### src/tapi_cfg.svh
// Purpose: constants of the touch converter control block
// Assumes: serial link sampled by the 40 MHz core clock
// Notes: definitions only
`ifndef TAPI_CFG_SVH
`define TAPI_CFG_SVH

// ----------------------------------------
// control byte layout
// ----------------------------------------
`define TAPI_CB_CH_MSB 6
`define TAPI_CB_CH_LSB 4
`define TAPI_CB_MODE 3
`define TAPI_CB_REFSEL 2
`define TAPI_CB_PWR_MSB 1
`define TAPI_CB_PWR_LSB 0
`define TAPI_CB_PAYLOAD 3'h7

// ----------------------------------------
// field values and lengths
// ----------------------------------------
`define TAPI_PWR_AUTO 2'h0
`define TAPI_PWR_FULL 2'h3
`define TAPI_PWR_RESET 2'h0
`define TAPI_FULL_BITS 4'hc
`define TAPI_SHORT_BITS 4'h8
`define TAPI_CH_XPOS 3'h5
`define TAPI_CH_YPOS 3'h1
`endif

### src/tapi_pkg.sv
// Purpose: shared types of the touch converter control block
// Assumes: nothing
// Notes: conversion sequencer states
package tapi_pkg;
  typedef enum logic [1:0] {
    TAPI_IDLE,
    TAPI_ACQ,
    TAPI_BUSY,
    TAPI_SHIFT
  } tapi_conv_st_t;
endpackage

### src/tapi_pin_if.sv
// Purpose: carries synchronised pin events between modules
// Assumes: one core clock
// Notes: edge events are one-cycle pulses, the rest are levels
`timescale 1ns/1ps
interface tapi_pin_if;
  logic sclk_rise; // serial clock rising edge seen
  logic sclk_fall; // serial clock falling edge seen
  logic cs_act; // chip select asserted (level)
  logic din; // synchronised serial data in
  logic xp_low; // x-plus sense reads low
  modport src (output sclk_rise, sclk_fall, cs_act, din, xp_low);
  modport dst (input sclk_rise, sclk_fall, cs_act, din, xp_low);
endinterface

### src/tapi_conv_ctl.sv
// Purpose: control side of a serially driven touch converter
// Assumes: host drives serial clock, chip select and control bytes
// Notes: pins are sampled by the 40 MHz core clock
//
// Behaviour
// host may overlap bytes, fifteen clocks apart
// result shifted out as straight binary
// short mode ends four clocks sooner
// host may run short mode clock faster
// power bits 11 full, 00 auto power-down
// single-ended drives sensor only while acquiring
// differential drives sensor acquire and convert
// chip select high aborts, powers down
// chip select leaves reference state alone
// host clears upper power bit to stop reference
// auto power-down grounds y-minus, links x-plus
// touch pulls pen output low
// position measurement grounds pen diode, isolates x-plus
// pen output is pull-down only
// mode bit low twelve, high eight bits
// 01 reference off, 10 converter off, 11 no pen
// reference setting latched as busy rises
// reference select high single-ended, low differential
// bits ignored until high start bit
`timescale 1ns/1ps
`include "tapi_cfg.svh"
module tapi_conv_ctl (
  input wire logic CLOCK_I, // core clock, 40 MHz
  input wire logic RST_N_I, // sync reset, active low
  input wire logic SERIAL_CLOCK_IN_I, // serial clock from host
  input wire logic CS_N_I, // chip select, active low
  input wire logic DIN_I, // serial control data in
  input wire logic XP_SENSE_I, // x-plus panel level
  input wire logic [11:0] CONV_DATA_I, // comparator result code
  output logic DOUT_O, // serial result out
  output logic DOUT_OE_O, // result pin driven
  output logic BUSY_O, // conversion busy
  output logic BUSY_OE_O, // busy pin driven
  output logic [2:0] CHANNEL_O, // selected input channel
  output logic ACQUIRE_O, // sample/hold tracking
  output logic DRIVE_ON_O, // sensor drive switches closed
  output logic REF_ON_O, // internal reference powered
  output logic ADC_ON_O, // converter powered
  output logic SHORT_MODE_O, // eight-bit conversion selected
  output logic REF_SINGLE_O, // single-ended reference mode
  output logic YM_GND_O, // y-minus driver to ground
  output logic XP_PEN_LINK_O, // x-plus tied to pen node
  output logic PEN_TOUCH_IRQ_N_O, // pen output level, always low
  output logic PEN_TOUCH_IRQ_OE_O // pen output pulls low
);
  // ----------------------------------------
  // declarations
  // ----------------------------------------
  tapi_pin_if lk (); // synchronised pin events
  tapi_pkg::tapi_conv_st_t state_q; // sequencer state
  tapi_pkg::tapi_conv_st_t state_d; // next sequencer state
  logic rx_active_q; // start bit seen, byte in flight
  logic [2:0] rx_cnt_q; // payload bits taken
  logic [6:0] rx_sh_q; // payload shift register
  logic [6:0] rx_sh_d; // payload with current bit
  logic take_bit; // payload bit sampled now
  logic refsel_bit; // reference select bit sampled now
  logic byte_done; // last payload bit sampled now
  logic acq_pend_q; // acquisition to start next fall
  logic byte_pend_q; // byte done, busy on next fall
  logic [2:0] ch_q; // latched channel
  logic short_q; // latched short mode
  logic single_q; // latched single-ended reference
  logic [1:0] power_select_q; // upper, lower power bits
  logic ref_on_q; // reference power state
  logic [11:0] res_q; // result shift register
  logic [3:0] bits_left_q; // result bits still to send
  logic dout_q; // result bit on pin
  logic busy_go; // busy rises now
  logic meas_xy; // position measurement running

  // ----------------------------------------
  // pin synchronisers
  // ----------------------------------------
  tapi_link_sync u_sync (
    .clk_i (CLOCK_I),
    .rst_n_i (RST_N_I),
    .sclk_i (SERIAL_CLOCK_IN_I),
    .cs_n_i (CS_N_I),
    .din_i (DIN_I),
    .xp_i (XP_SENSE_I),
    .lk (lk.src)
  );

  // ----------------------------------------
  // helpers
  // ----------------------------------------
  // result length for the selected resolution
  function automatic logic [3:0] res_len(input logic short_sel);
    res_len = short_sel ? `TAPI_SHORT_BITS : `TAPI_FULL_BITS;
  endfunction

  // ----------------------------------------
  // control byte receiver
  // ----------------------------------------
  assign take_bit = lk.cs_act & lk.sclk_rise & rx_active_q;
  assign rx_sh_d = {rx_sh_q[5:0], lk.din};
  assign refsel_bit = take_bit & (rx_cnt_q == 3'h4);
  assign byte_done = take_bit & (rx_cnt_q == (`TAPI_CB_PAYLOAD - 3'h1));

  // hunt for start bit, then gather seven payload bits
  always_ff @(posedge CLOCK_I) begin
    if (!RST_N_I || !lk.cs_act) begin
      rx_active_q <= 1'b0;
      rx_cnt_q <= 3'h0;
    end else if (lk.sclk_rise) begin
      if (!rx_active_q) begin
        rx_active_q <= lk.din;
        rx_cnt_q <= 3'h0;
      end else if (byte_done) begin
        rx_active_q <= 1'b0; // hunt again, allows overlap R1
        rx_cnt_q <= 3'h0;
      end else begin
        rx_cnt_q <= rx_cnt_q + 3'h1;
      end
    end
  end

  // payload shift register
  always_ff @(posedge CLOCK_I) begin
    if (!RST_N_I) begin
      rx_sh_q <= 7'h00;
    end else if (take_bit) begin
      rx_sh_q <= rx_sh_d;
    end
  end

  // channel, resolution and reference mode known after fifth bit
  always_ff @(posedge CLOCK_I) begin
    if (!RST_N_I) begin
      ch_q <= 3'h0;
      short_q <= 1'b0;
      single_q <= 1'b1;
    end else if (refsel_bit) begin
      ch_q <= rx_sh_d[`TAPI_CB_CH_MSB-2:`TAPI_CB_CH_LSB-2];
      short_q <= rx_sh_d[`TAPI_CB_MODE-2];
      single_q <= rx_sh_d[`TAPI_CB_REFSEL-2];
    end
  end

  // power bits close the byte
  always_ff @(posedge CLOCK_I) begin
    if (!RST_N_I) begin
      power_select_q <= `TAPI_PWR_RESET;
    end else if (byte_done) begin
      power_select_q <= rx_sh_d[`TAPI_CB_PWR_MSB:`TAPI_CB_PWR_LSB];
    end
  end

  // events waiting for the next falling edge
  always_ff @(posedge CLOCK_I) begin
    if (!RST_N_I || !lk.cs_act) begin
      acq_pend_q <= 1'b0;
      byte_pend_q <= 1'b0;
    end else begin
      if (refsel_bit) begin
        acq_pend_q <= 1'b1;
      end else if (lk.sclk_fall) begin
        acq_pend_q <= 1'b0;
      end
      if (byte_done) begin
        byte_pend_q <= 1'b1;
      end else if (lk.sclk_fall) begin
        byte_pend_q <= 1'b0;
      end
    end
  end

  // ----------------------------------------
  // conversion sequencer
  // ----------------------------------------
  always_comb begin
    state_d = state_q;
    if (lk.sclk_fall) begin
      case (state_q)
        tapi_pkg::TAPI_IDLE: begin
          if (acq_pend_q) state_d = tapi_pkg::TAPI_ACQ;
        end
        tapi_pkg::TAPI_ACQ: begin
          if (byte_pend_q) state_d = tapi_pkg::TAPI_BUSY;
        end
        tapi_pkg::TAPI_BUSY: begin
          state_d = tapi_pkg::TAPI_SHIFT;
        end
        tapi_pkg::TAPI_SHIFT: begin
          if (acq_pend_q) begin
            state_d = tapi_pkg::TAPI_ACQ; // new byte takes over
          end else if (bits_left_q == 4'h0) begin
            state_d = tapi_pkg::TAPI_IDLE;
          end
        end
        default: begin
          state_d = tapi_pkg::TAPI_IDLE;
        end
      endcase
    end
  end

  // gated by chip select so an abort never latches the reference
  assign busy_go = lk.cs_act & lk.sclk_fall & (state_q == tapi_pkg::TAPI_ACQ) & byte_pend_q;

  // state register, chip select high abandons the conversion
  always_ff @(posedge CLOCK_I) begin
    if (!RST_N_I || !lk.cs_act) begin
      state_q <= tapi_pkg::TAPI_IDLE;
    end else begin
      state_q <= state_d;
    end
  end

  // result shift register and bit counter
  always_ff @(posedge CLOCK_I) begin
    if (!RST_N_I || !lk.cs_act) begin
      res_q <= 12'h000;
      bits_left_q <= 4'h0;
      dout_q <= 1'b0;
    end else if (busy_go) begin
      // straight binary, short mode keeps the top bits
      res_q <= CONV_DATA_I;
      bits_left_q <= res_len(short_q);
      dout_q <= 1'b0;
    end else if (lk.sclk_fall && state_q == tapi_pkg::TAPI_BUSY) begin
      dout_q <= res_q[11]; // msb first R2
      res_q <= {res_q[10:0], 1'b0};
      bits_left_q <= bits_left_q - 4'h1;
    end else if (lk.sclk_fall && state_q == tapi_pkg::TAPI_SHIFT) begin
      if (bits_left_q != 4'h0) begin
        dout_q <= res_q[11];
        res_q <= {res_q[10:0], 1'b0};
        bits_left_q <= bits_left_q - 4'h1;
      end else begin
        dout_q <= 1'b0; // trailing zeros
      end
    end
  end

  // ----------------------------------------
  // power and reference
  // ----------------------------------------
  // reference follows the upper power bit only as busy rises
  always_ff @(posedge CLOCK_I) begin
    if (!RST_N_I) begin
      ref_on_q <= 1'b0;
    end else if (busy_go) begin
      ref_on_q <= power_select_q[1];
    end
  end

  // converter on while working, or held on by the lower power bit
  assign ADC_ON_O = lk.cs_act &
    ((state_q != tapi_pkg::TAPI_IDLE) | power_select_q[0]);
  assign REF_ON_O = ref_on_q;

  // ----------------------------------------
  // sensor drive and outputs
  // ----------------------------------------
  assign ACQUIRE_O = (state_q == tapi_pkg::TAPI_ACQ);
  assign DRIVE_ON_O = ACQUIRE_O |
    (~single_q & (state_q != tapi_pkg::TAPI_IDLE));
  assign BUSY_O = (state_q == tapi_pkg::TAPI_BUSY);
  assign BUSY_OE_O = lk.cs_act;
  assign DOUT_O = dout_q;
  assign DOUT_OE_O = lk.cs_act;
  assign CHANNEL_O = ch_q;
  assign SHORT_MODE_O = short_q;
  assign REF_SINGLE_O = single_q;
  assign meas_xy = (state_q != tapi_pkg::TAPI_IDLE) &
    ((ch_q == `TAPI_CH_XPOS) | (ch_q == `TAPI_CH_YPOS));

  // ----------------------------------------
  // pen touch path
  // ----------------------------------------
  tapi_pen_ctl u_pen (
    .clk_i (CLOCK_I),
    .rst_n_i (RST_N_I),
    .idle_i (state_q == tapi_pkg::TAPI_IDLE),
    .pwr_i (power_select_q),
    .meas_xy_i (meas_xy),
    .xp_low_i (lk.xp_low),
    .ym_gnd_o (YM_GND_O),
    .xp_link_o (XP_PEN_LINK_O),
    .pen_oe_o (PEN_TOUCH_IRQ_OE_O)
  );
  assign PEN_TOUCH_IRQ_N_O = 1'b0;
endmodule

### src/tapi_link_sync.sv
// Purpose: two-flop synchronisers and serial clock edge finder
// Assumes: pins are asynchronous to the core clock
// Notes: first stage feeds only the second stage
`timescale 1ns/1ps
module tapi_link_sync (
  input wire logic clk_i, // core clock
  input wire logic rst_n_i, // sync reset, active low
  input wire logic sclk_i, // serial clock pin
  input wire logic cs_n_i, // chip select pin, active low
  input wire logic din_i, // serial data pin
  input wire logic xp_i, // x-plus sense pin
  tapi_pin_if.src lk // synchronised events
);
  logic [3:0] meta_q; // first stage
  logic [3:0] sync_q; // second stage
  logic sclk_old_q; // previous serial clock level

  // ----------------------------------------
  // synchronisers
  // ----------------------------------------
  always_ff @(posedge clk_i) begin
    if (!rst_n_i) begin
      // idle levels: x-plus high, chip select high, so no false touch
      meta_q <= 4'ha;
      sync_q <= 4'ha;
      sclk_old_q <= 1'b0;
    end else begin
      meta_q <= {xp_i, din_i, cs_n_i, sclk_i};
      sync_q <= meta_q;
      sclk_old_q <= sync_q[0];
    end
  end

  assign lk.sclk_rise = sync_q[0] & ~sclk_old_q;
  assign lk.sclk_fall = ~sync_q[0] & sclk_old_q;
  assign lk.cs_act = ~sync_q[1];
  assign lk.din = sync_q[2];
  assign lk.xp_low = ~sync_q[3];
endmodule

### src/tapi_pen_ctl.sv
// Purpose: pen touch path and y-minus driver control
// Assumes: inputs already on the core clock
// Notes: the pen output only ever pulls low
`timescale 1ns/1ps
`include "tapi_cfg.svh"
module tapi_pen_ctl (
  input wire logic clk_i, // core clock
  input wire logic rst_n_i, // sync reset, active low
  input wire logic idle_i, // no measurement running
  input wire logic [1:0] pwr_i, // latched power selection
  input wire logic meas_xy_i, // x or y position measured
  input wire logic xp_low_i, // x-plus pulled low
  output logic ym_gnd_o, // y-minus driver to ground
  output logic xp_link_o, // x-plus tied to pen node
  output logic pen_oe_o // pen output pulls low
);
  logic pen_en; // pen detection allowed
  logic watch; // power-down touch watch

  assign pen_en = (pwr_i != `TAPI_PWR_FULL);
  assign watch = idle_i & (pwr_i == `TAPI_PWR_AUTO);

  // ----------------------------------------
  // pen node switches
  // ----------------------------------------
  always_ff @(posedge clk_i) begin
    if (!rst_n_i) begin
      ym_gnd_o <= 1'b0;
      xp_link_o <= 1'b0;
      pen_oe_o <= 1'b0;
    end else begin
      ym_gnd_o <= watch;
      xp_link_o <= watch & ~meas_xy_i;
      // touch current path or diode grounded while measuring
      pen_oe_o <= pen_en & ((watch & xp_low_i) | meas_xy_i);
    end
  end
endmodule

### config.mk
export PLATFORM = sky130hd
export DESIGN_NAME = tapi_conv_ctl
export DESIGN_NICKNAME = d
export VERILOG_FILES = /design/src/tapi_pkg.sv /design/src/tapi_pin_if.sv /design/src/tapi_conv_ctl.sv /design/src/tapi_link_sync.sv /design/src/tapi_pen_ctl.sv
export VERILOG_INCLUDE_DIRS = /design/src
export SDC_FILE = /design/constraint.sdc
export NUM_CORES = 1
export LEC_CHECK = 0
export ABC_AREA = 1
export BUFFER_PORTS_ARGS = -buffer_cell sky130_fd_sc_hd__buf_4
export CORE_MARGIN = 2
export CORE_UTILIZATION = 55
export DETAILED_ROUTE_END_ITERATION = 12
export PLACE_DENSITY_LB_ADDON = 0.12
export SYNTH_ARGS = -nofsm -noshare
export SYNTH_HDL_FRONTEND = slang
export SYNTH_HIERARCHICAL = 1
export SYNTH_SLANG_ARGS = --single-unit
### constraint.sdc
create_clock -name CLOCK_I -period 1.7 [get_ports CLOCK_I]
set_clock_uncertainty 0.15 [all_clocks]
set_input_delay 0 -clock CLOCK_I [delete_from_list [all_inputs] [get_ports CLOCK_I]]
set_output_delay 0 -clock CLOCK_I [all_outputs]
set_load 0.1 [all_outputs]
; Word level (Yosys, flattened, before mapping)
; Cells that the tools add are included.
[totals]
register_bits = 49
inputBits = 18
elab_cells = 100
[classes]
n_eq_ne = 11
reduce_logical = 17
n_addsub = 2
n_bitwise = 26
muxes = 24
[ops]
columns = cell, count
row1 = 12-bit 2-to-1 mux, 4
row2 = 1-bit AND, 16
row3 = 4-bit 2-to-1 mux, 4
row4 = 3-bit equality test (second input constant), 3
row5 = 3-bit 2-to-1 mux, 3
row6 = 1-bit 2-to-1 mux, 8
row7 = 2-bit 2-to-1 mux, 4
row8 = 2-bit case mux with 4 select lines, 1
row9 = 2-bit nonzero test, 4
row10 = 1-bit NOT, 6
row11 = 3-bit nonzero test, 2
row12 = 2-bit equality test (second input constant), 2
row13 = 2-bit logical NOT, 2
row14 = 4-bit logical NOT, 1
row15 = 2-bit != test (second input constant), 2
row16 = 1-bit bitwise OR, 4
row17 = 4-bit AND reduction, 1
row18 = 4-bit nonzero test, 1
row19 = 4-bit by 1-bit subtractor with 4-bit output (second input constant), 1
row20 = 3-bit by 1-bit adder with 3-bit output (second input constant), 1
row21 = 3-bit by 1-bit equality test with 1-bit output (second input constant), 1
row22 = 3-bit != test (second input constant), 1
row23 = 2-bit by 1-bit equality test with 1-bit output (second input constant), 1
row24 = 1-bit logical AND, 2
row25 = 5 further kinds, 5

; Longest topological paths before layout
[depth]
ltp_word = 7
mapped_depth = 9
depth_no_buf = 9

; By module
; The synthesis kept the hierarchy.
[by_module_without_submodules]
columns = mod, instances, cells_each, area_per_inst_um2
row1 = tapi_conv_ctl, 1, 254, 1816.7
row2 = tapi_link_sync, 1, 34, 284.0
row3 = tapi_pen_ctl, 1, 13, 108.9

; Worst setup path before layout
; OpenSTA, ideal clock, no wires.
[synth_path]
path_type = register -> output
from = register u_sync.sync_q[1]
to = output port ADC_ON_O
t_required_ns = 1.550
stages_incl_launch_ff = 3
arrival_ns = 3.229
setup_slack_ns = -1.679
path_cell_list = dfxtp_1 -> inv_1 -> a21boi_0
[synth_between]
elab_chain_cells = 2
[synth_rtl]
columns = element, line_no
row1 = "start, declared", tapi_link_sync.sv:15  ; logic [3:0] sync_q;
row2 = "start signal, assigned", tapi_link_sync.sv:29  ; sync_q <= meta_q;
row3 = 1-bit NOT, tapi_link_sync.sv:36  ; assign lk.cs_act = ~sync_q[1];
row4 = named net BUSY_OE_O, tapi_conv_ctl.sv:38  ; output logic BUSY_OE_O,
row5 = 1-bit AND, tapi_conv_ctl.sv:255  ; assign ADC_ON_O = lk.cs_act &
row6 = "end, declared", tapi_conv_ctl.sv:43  ; output logic ADC_ON_O,
; The timed path passes the listed nets, and every way through them passes these cells.

; Worst setup path after layout
[layout_path]
from = register state_q[0]
to = output port ADC_ON_O
[layout_between]
elab_chain_cells = 3
[layout_rtl]
columns = element, line_no
row1 = "start, declared", tapi_conv_ctl.sv:55  ; tapi_pkg::tapi_conv_st_t state_q;
row2 = "start signal, assigned", tapi_conv_ctl.sv:210  ; state_q <= tapi_pkg::TAPI_IDLE;
row3 = "start signal, assigned", tapi_conv_ctl.sv:212  ; state_q <= state_d;
row4 = 2-bit nonzero test, tapi_conv_ctl.sv:256  ; ((state_q != tapi_pkg::TAPI_IDLE) | power_select_q[0]);
row5 = 1-bit bitwise OR, tapi_conv_ctl.sv:256
row6 = 1-bit AND, tapi_conv_ctl.sv:255
; Every way passes these cells.

==> run metrics <==
status finished clean; via-per-instance ratio 4.87; Worst setup EP type output pin; Initial Util 0.560; area leader, netlist dfxtp_1; internal reg-to-reg setup slack 0.13 ns; met3 Track Usage GR 0.0483; clock buffer depth 2; Place WS -0.0186 ns; Hold Startpoint u_sync/meta_q[1]$_SDFF_PN1_; PnR worst setup slack 0.0816 ns; total global routing overflow 0; Synth area leaders dfxtp_1 (44%), nand2_1 (14%), a21oi_1 (7.0%); Ys Warns 6; Max Slew Vio Count 0; Skew-Pair Late Insertion Delay 0.30 ns; clock slew seen by the registers of the worst setup and hold paths 0.09 ns; P_leak 1.32 nW; setup TNS 0 ns; die footprint 0.00454 mm^2; Post-Syn Instances 301; Detail Route Antenna Nets 0; grt peak-use layer met2; vias 2026; Synth top area share 0.444; WHS Endpoint u_sync/sync_q[1]$_SDFF_PN1_; P&R area growth vs syn 36.7%; wire per inst 11.4 um; number of synthesized register bits 49; Final setup viols 0; Die Ht 67.4 um; synthesized area 0.00221 mm^2; M2 GR Usage 0.396; I/O pins 35; layout cell share with drive strength beyond 1 0.205; Core Region 0.00394 mm^2; DP HPWL 3.16 mm; cell row count 23; most frequent cells in the layout nand2_1 (79), dfxtp_1 (46), buf_4 (42); RR Startpoint state_q[0]$_SDFFE_PP0P_; Die W 67.4 um; Max FO, Critical Path 5; number of cells on the worst hold path 2; crit path DAT 1.47 ns; post-synthesis sequential area ratio 0.444; most common cell after layout, fill and taps aside nand2_1; vias in the first global route 1817; minimum clock period 1.62 ns; reg2reg path depth 7; type of the worst min-delay path reg2reg; H-tree depth 2; DRC viols 0; global-route usage over all layers 0.226; post-synthesis cell type count 25; maximum VDD drop 0.643 mV; IO Port Bufs 33; FMAX 618 MHz; drt pass-1 iters 4; CP Class reg2out; Startpoint Class register; fin crit share 0.952; Worst Path Required 1.55 ns; initial antenna violation count 0; Iteration-0 DRC Markers 137; pin count of the biggest net entering global routing 25; layout net count 392; Fin. Hold Viols 0; Reg-to-Reg End bits_left_q[3]$_SDFFE_PP0P_; # diodes 0; hold slack 0.267 ns; GR Util met1 0.266; Max-Cap Viols 0; Total Power 2.17 mW; syn avg cell area 7.34 um^2; sinks on the clock net 49; PwrDens 718 mW/mm^2; gpl congestion 0.845; syn_nets 328; DRT Wirelength 4.73 mm; CTS tree yes; first-pass GRT wire length 7.82 mm; fillers 313; Util after Layout 0.766; CTS root buf clkbuf_8; cts bufs inserted 5
==> worst max-delay path, cell delays in order, from the launching register on <==
cell and delay, ns:
dfxtp_2 0.40, inv_1 0.14, ha_2 0.26, a21boi_4 0.18, buf_12 0.19
==> sequential cells by signal, indices dropped and copies added (netlist names), 2 cells and up <==
register        cells
rx_sh_q             4
u_sync/sync_q       4
power_select_q      2
u_sync/meta_q       4
bits_left_q         4
state_q             2
res_q              12
rx_cnt_q            3
CHANNEL_O           3
==> report_power, final <==
part | total, mW | switching [mW] | internal, mW
combinational | 0.169 | 0.0919 | 0.0767
sequential | 1.16 | 0.00513 | 1.16
clock | 0.835 | 0.395 | 0.440
total | 2.17 | 0.492 | 1.68
==> stage by stage <==
step,area [um^2],std cells
6_report,3020,416
5_1_grt,3020,416
4_1_cts,2960,412
3_5_place_dp,2620,383
3_3_place_gp,2620,383
2_1_floorplan,2280,301
==> layer usage <==
layer | vias up | share of wire
met5 | - | 0
met1 | 903 | 0.44
met4 | 0 | 0.018
met2 | 37 | 0.51
li1 | 1078 | -
met3 | 8 | 0.033
==> cells in the mapped netlist <==
library cell	number
ha_1	9
nand4_1	14
clkinv_1	1
nor3b_1	1
buf_6	2
o21ai_0	19
nand3_2	1
nor3_2	1
nand3b_1	2
nor2_1	23
a21boi_0	1
xor2_1	2
inv_1	38
buf_4	5
clkbuf_1	2
nand2_2	2
nor2_4	1
nor2_2	2
dfxtp_1	49
nand2_1	80
conb_1	1
buf_2	4
a21oi_1	31
nand3_1	9
o21ai_1	1
==> area by class of cell <==
cell class / instances / area, um^2 / area share
Timing Repair Buffer: 70 / 648 / 0.215
Multi-Input combinational cell: 200 / 1050 / 0.349
Clock inverter: 3 / 46.3 / 0.0153
Clock buffer: 5 / 68.8 / 0.0228
Inverter: 39 / 153 / 0.0505
Sequential cell: 49 / 987 / 0.327
Tap cell: 50 / 62.6 / 0.0207
==> worst max path at each step <==
stage                                        endpoint  depth (start not counted)  slack (ns)                          from
after CTS                                    ADC_ON_O                          5        0.02       state_q[1]$_SDFFE_PP0P_
after floorplan           bits_left_q[2]$_SDFFE_PP0P_                          7       -0.12   u_sync/sync_q[1]$_SDFF_PN1_
after detailed placement  bits_left_q[2]$_SDFFE_PP0P_                          6       -0.02       state_q[0]$_SDFFE_PP0P_
after global placement    bits_left_q[2]$_SDFFE_PP0P_                          6        0.02       state_q[0]$_SDFFE_PP0P_
after global routing            res_q[1]$_SDFFE_PP0P_                         10     -0.0001  u_sync/sclk_old_q$_SDFF_PN0_
final                                        ADC_ON_O                          4        0.08       state_q[0]$_SDFFE_PP0P_
==> repair_timing <==
item / 4_1_cts / 5_1_grt
gates resized for setup: 5 / 6
setup endpoints to repair: 4 / 9
hold endpoints to repair: 36 / 0
pin swaps: 0 / 1
hold buffers: 21 / 0
setup buffers: 0 / 4
==> kinds of logic (layout without fill, tap and decap cells) <==
| logic type | count (synthesis) | in the layout | synth area share |
|---|---|---|---|
| adders and majority gates | 9 | 9 | 0.0510 |
| and+or+nand+nor | 136 | 136 | 0.271 |
| buffers and inverters | 52 | 117 | 0.106 |
| DFF | 49 | 49 | 0.444 |
| AOI/OAI and AO/OA | 52 | 52 | 0.119 |
| other | 1 | 1 | 0.00170 |
| xor gates and xnor gates | 2 | 2 | 0.00793 |
(Power assumes the default switching activity.)
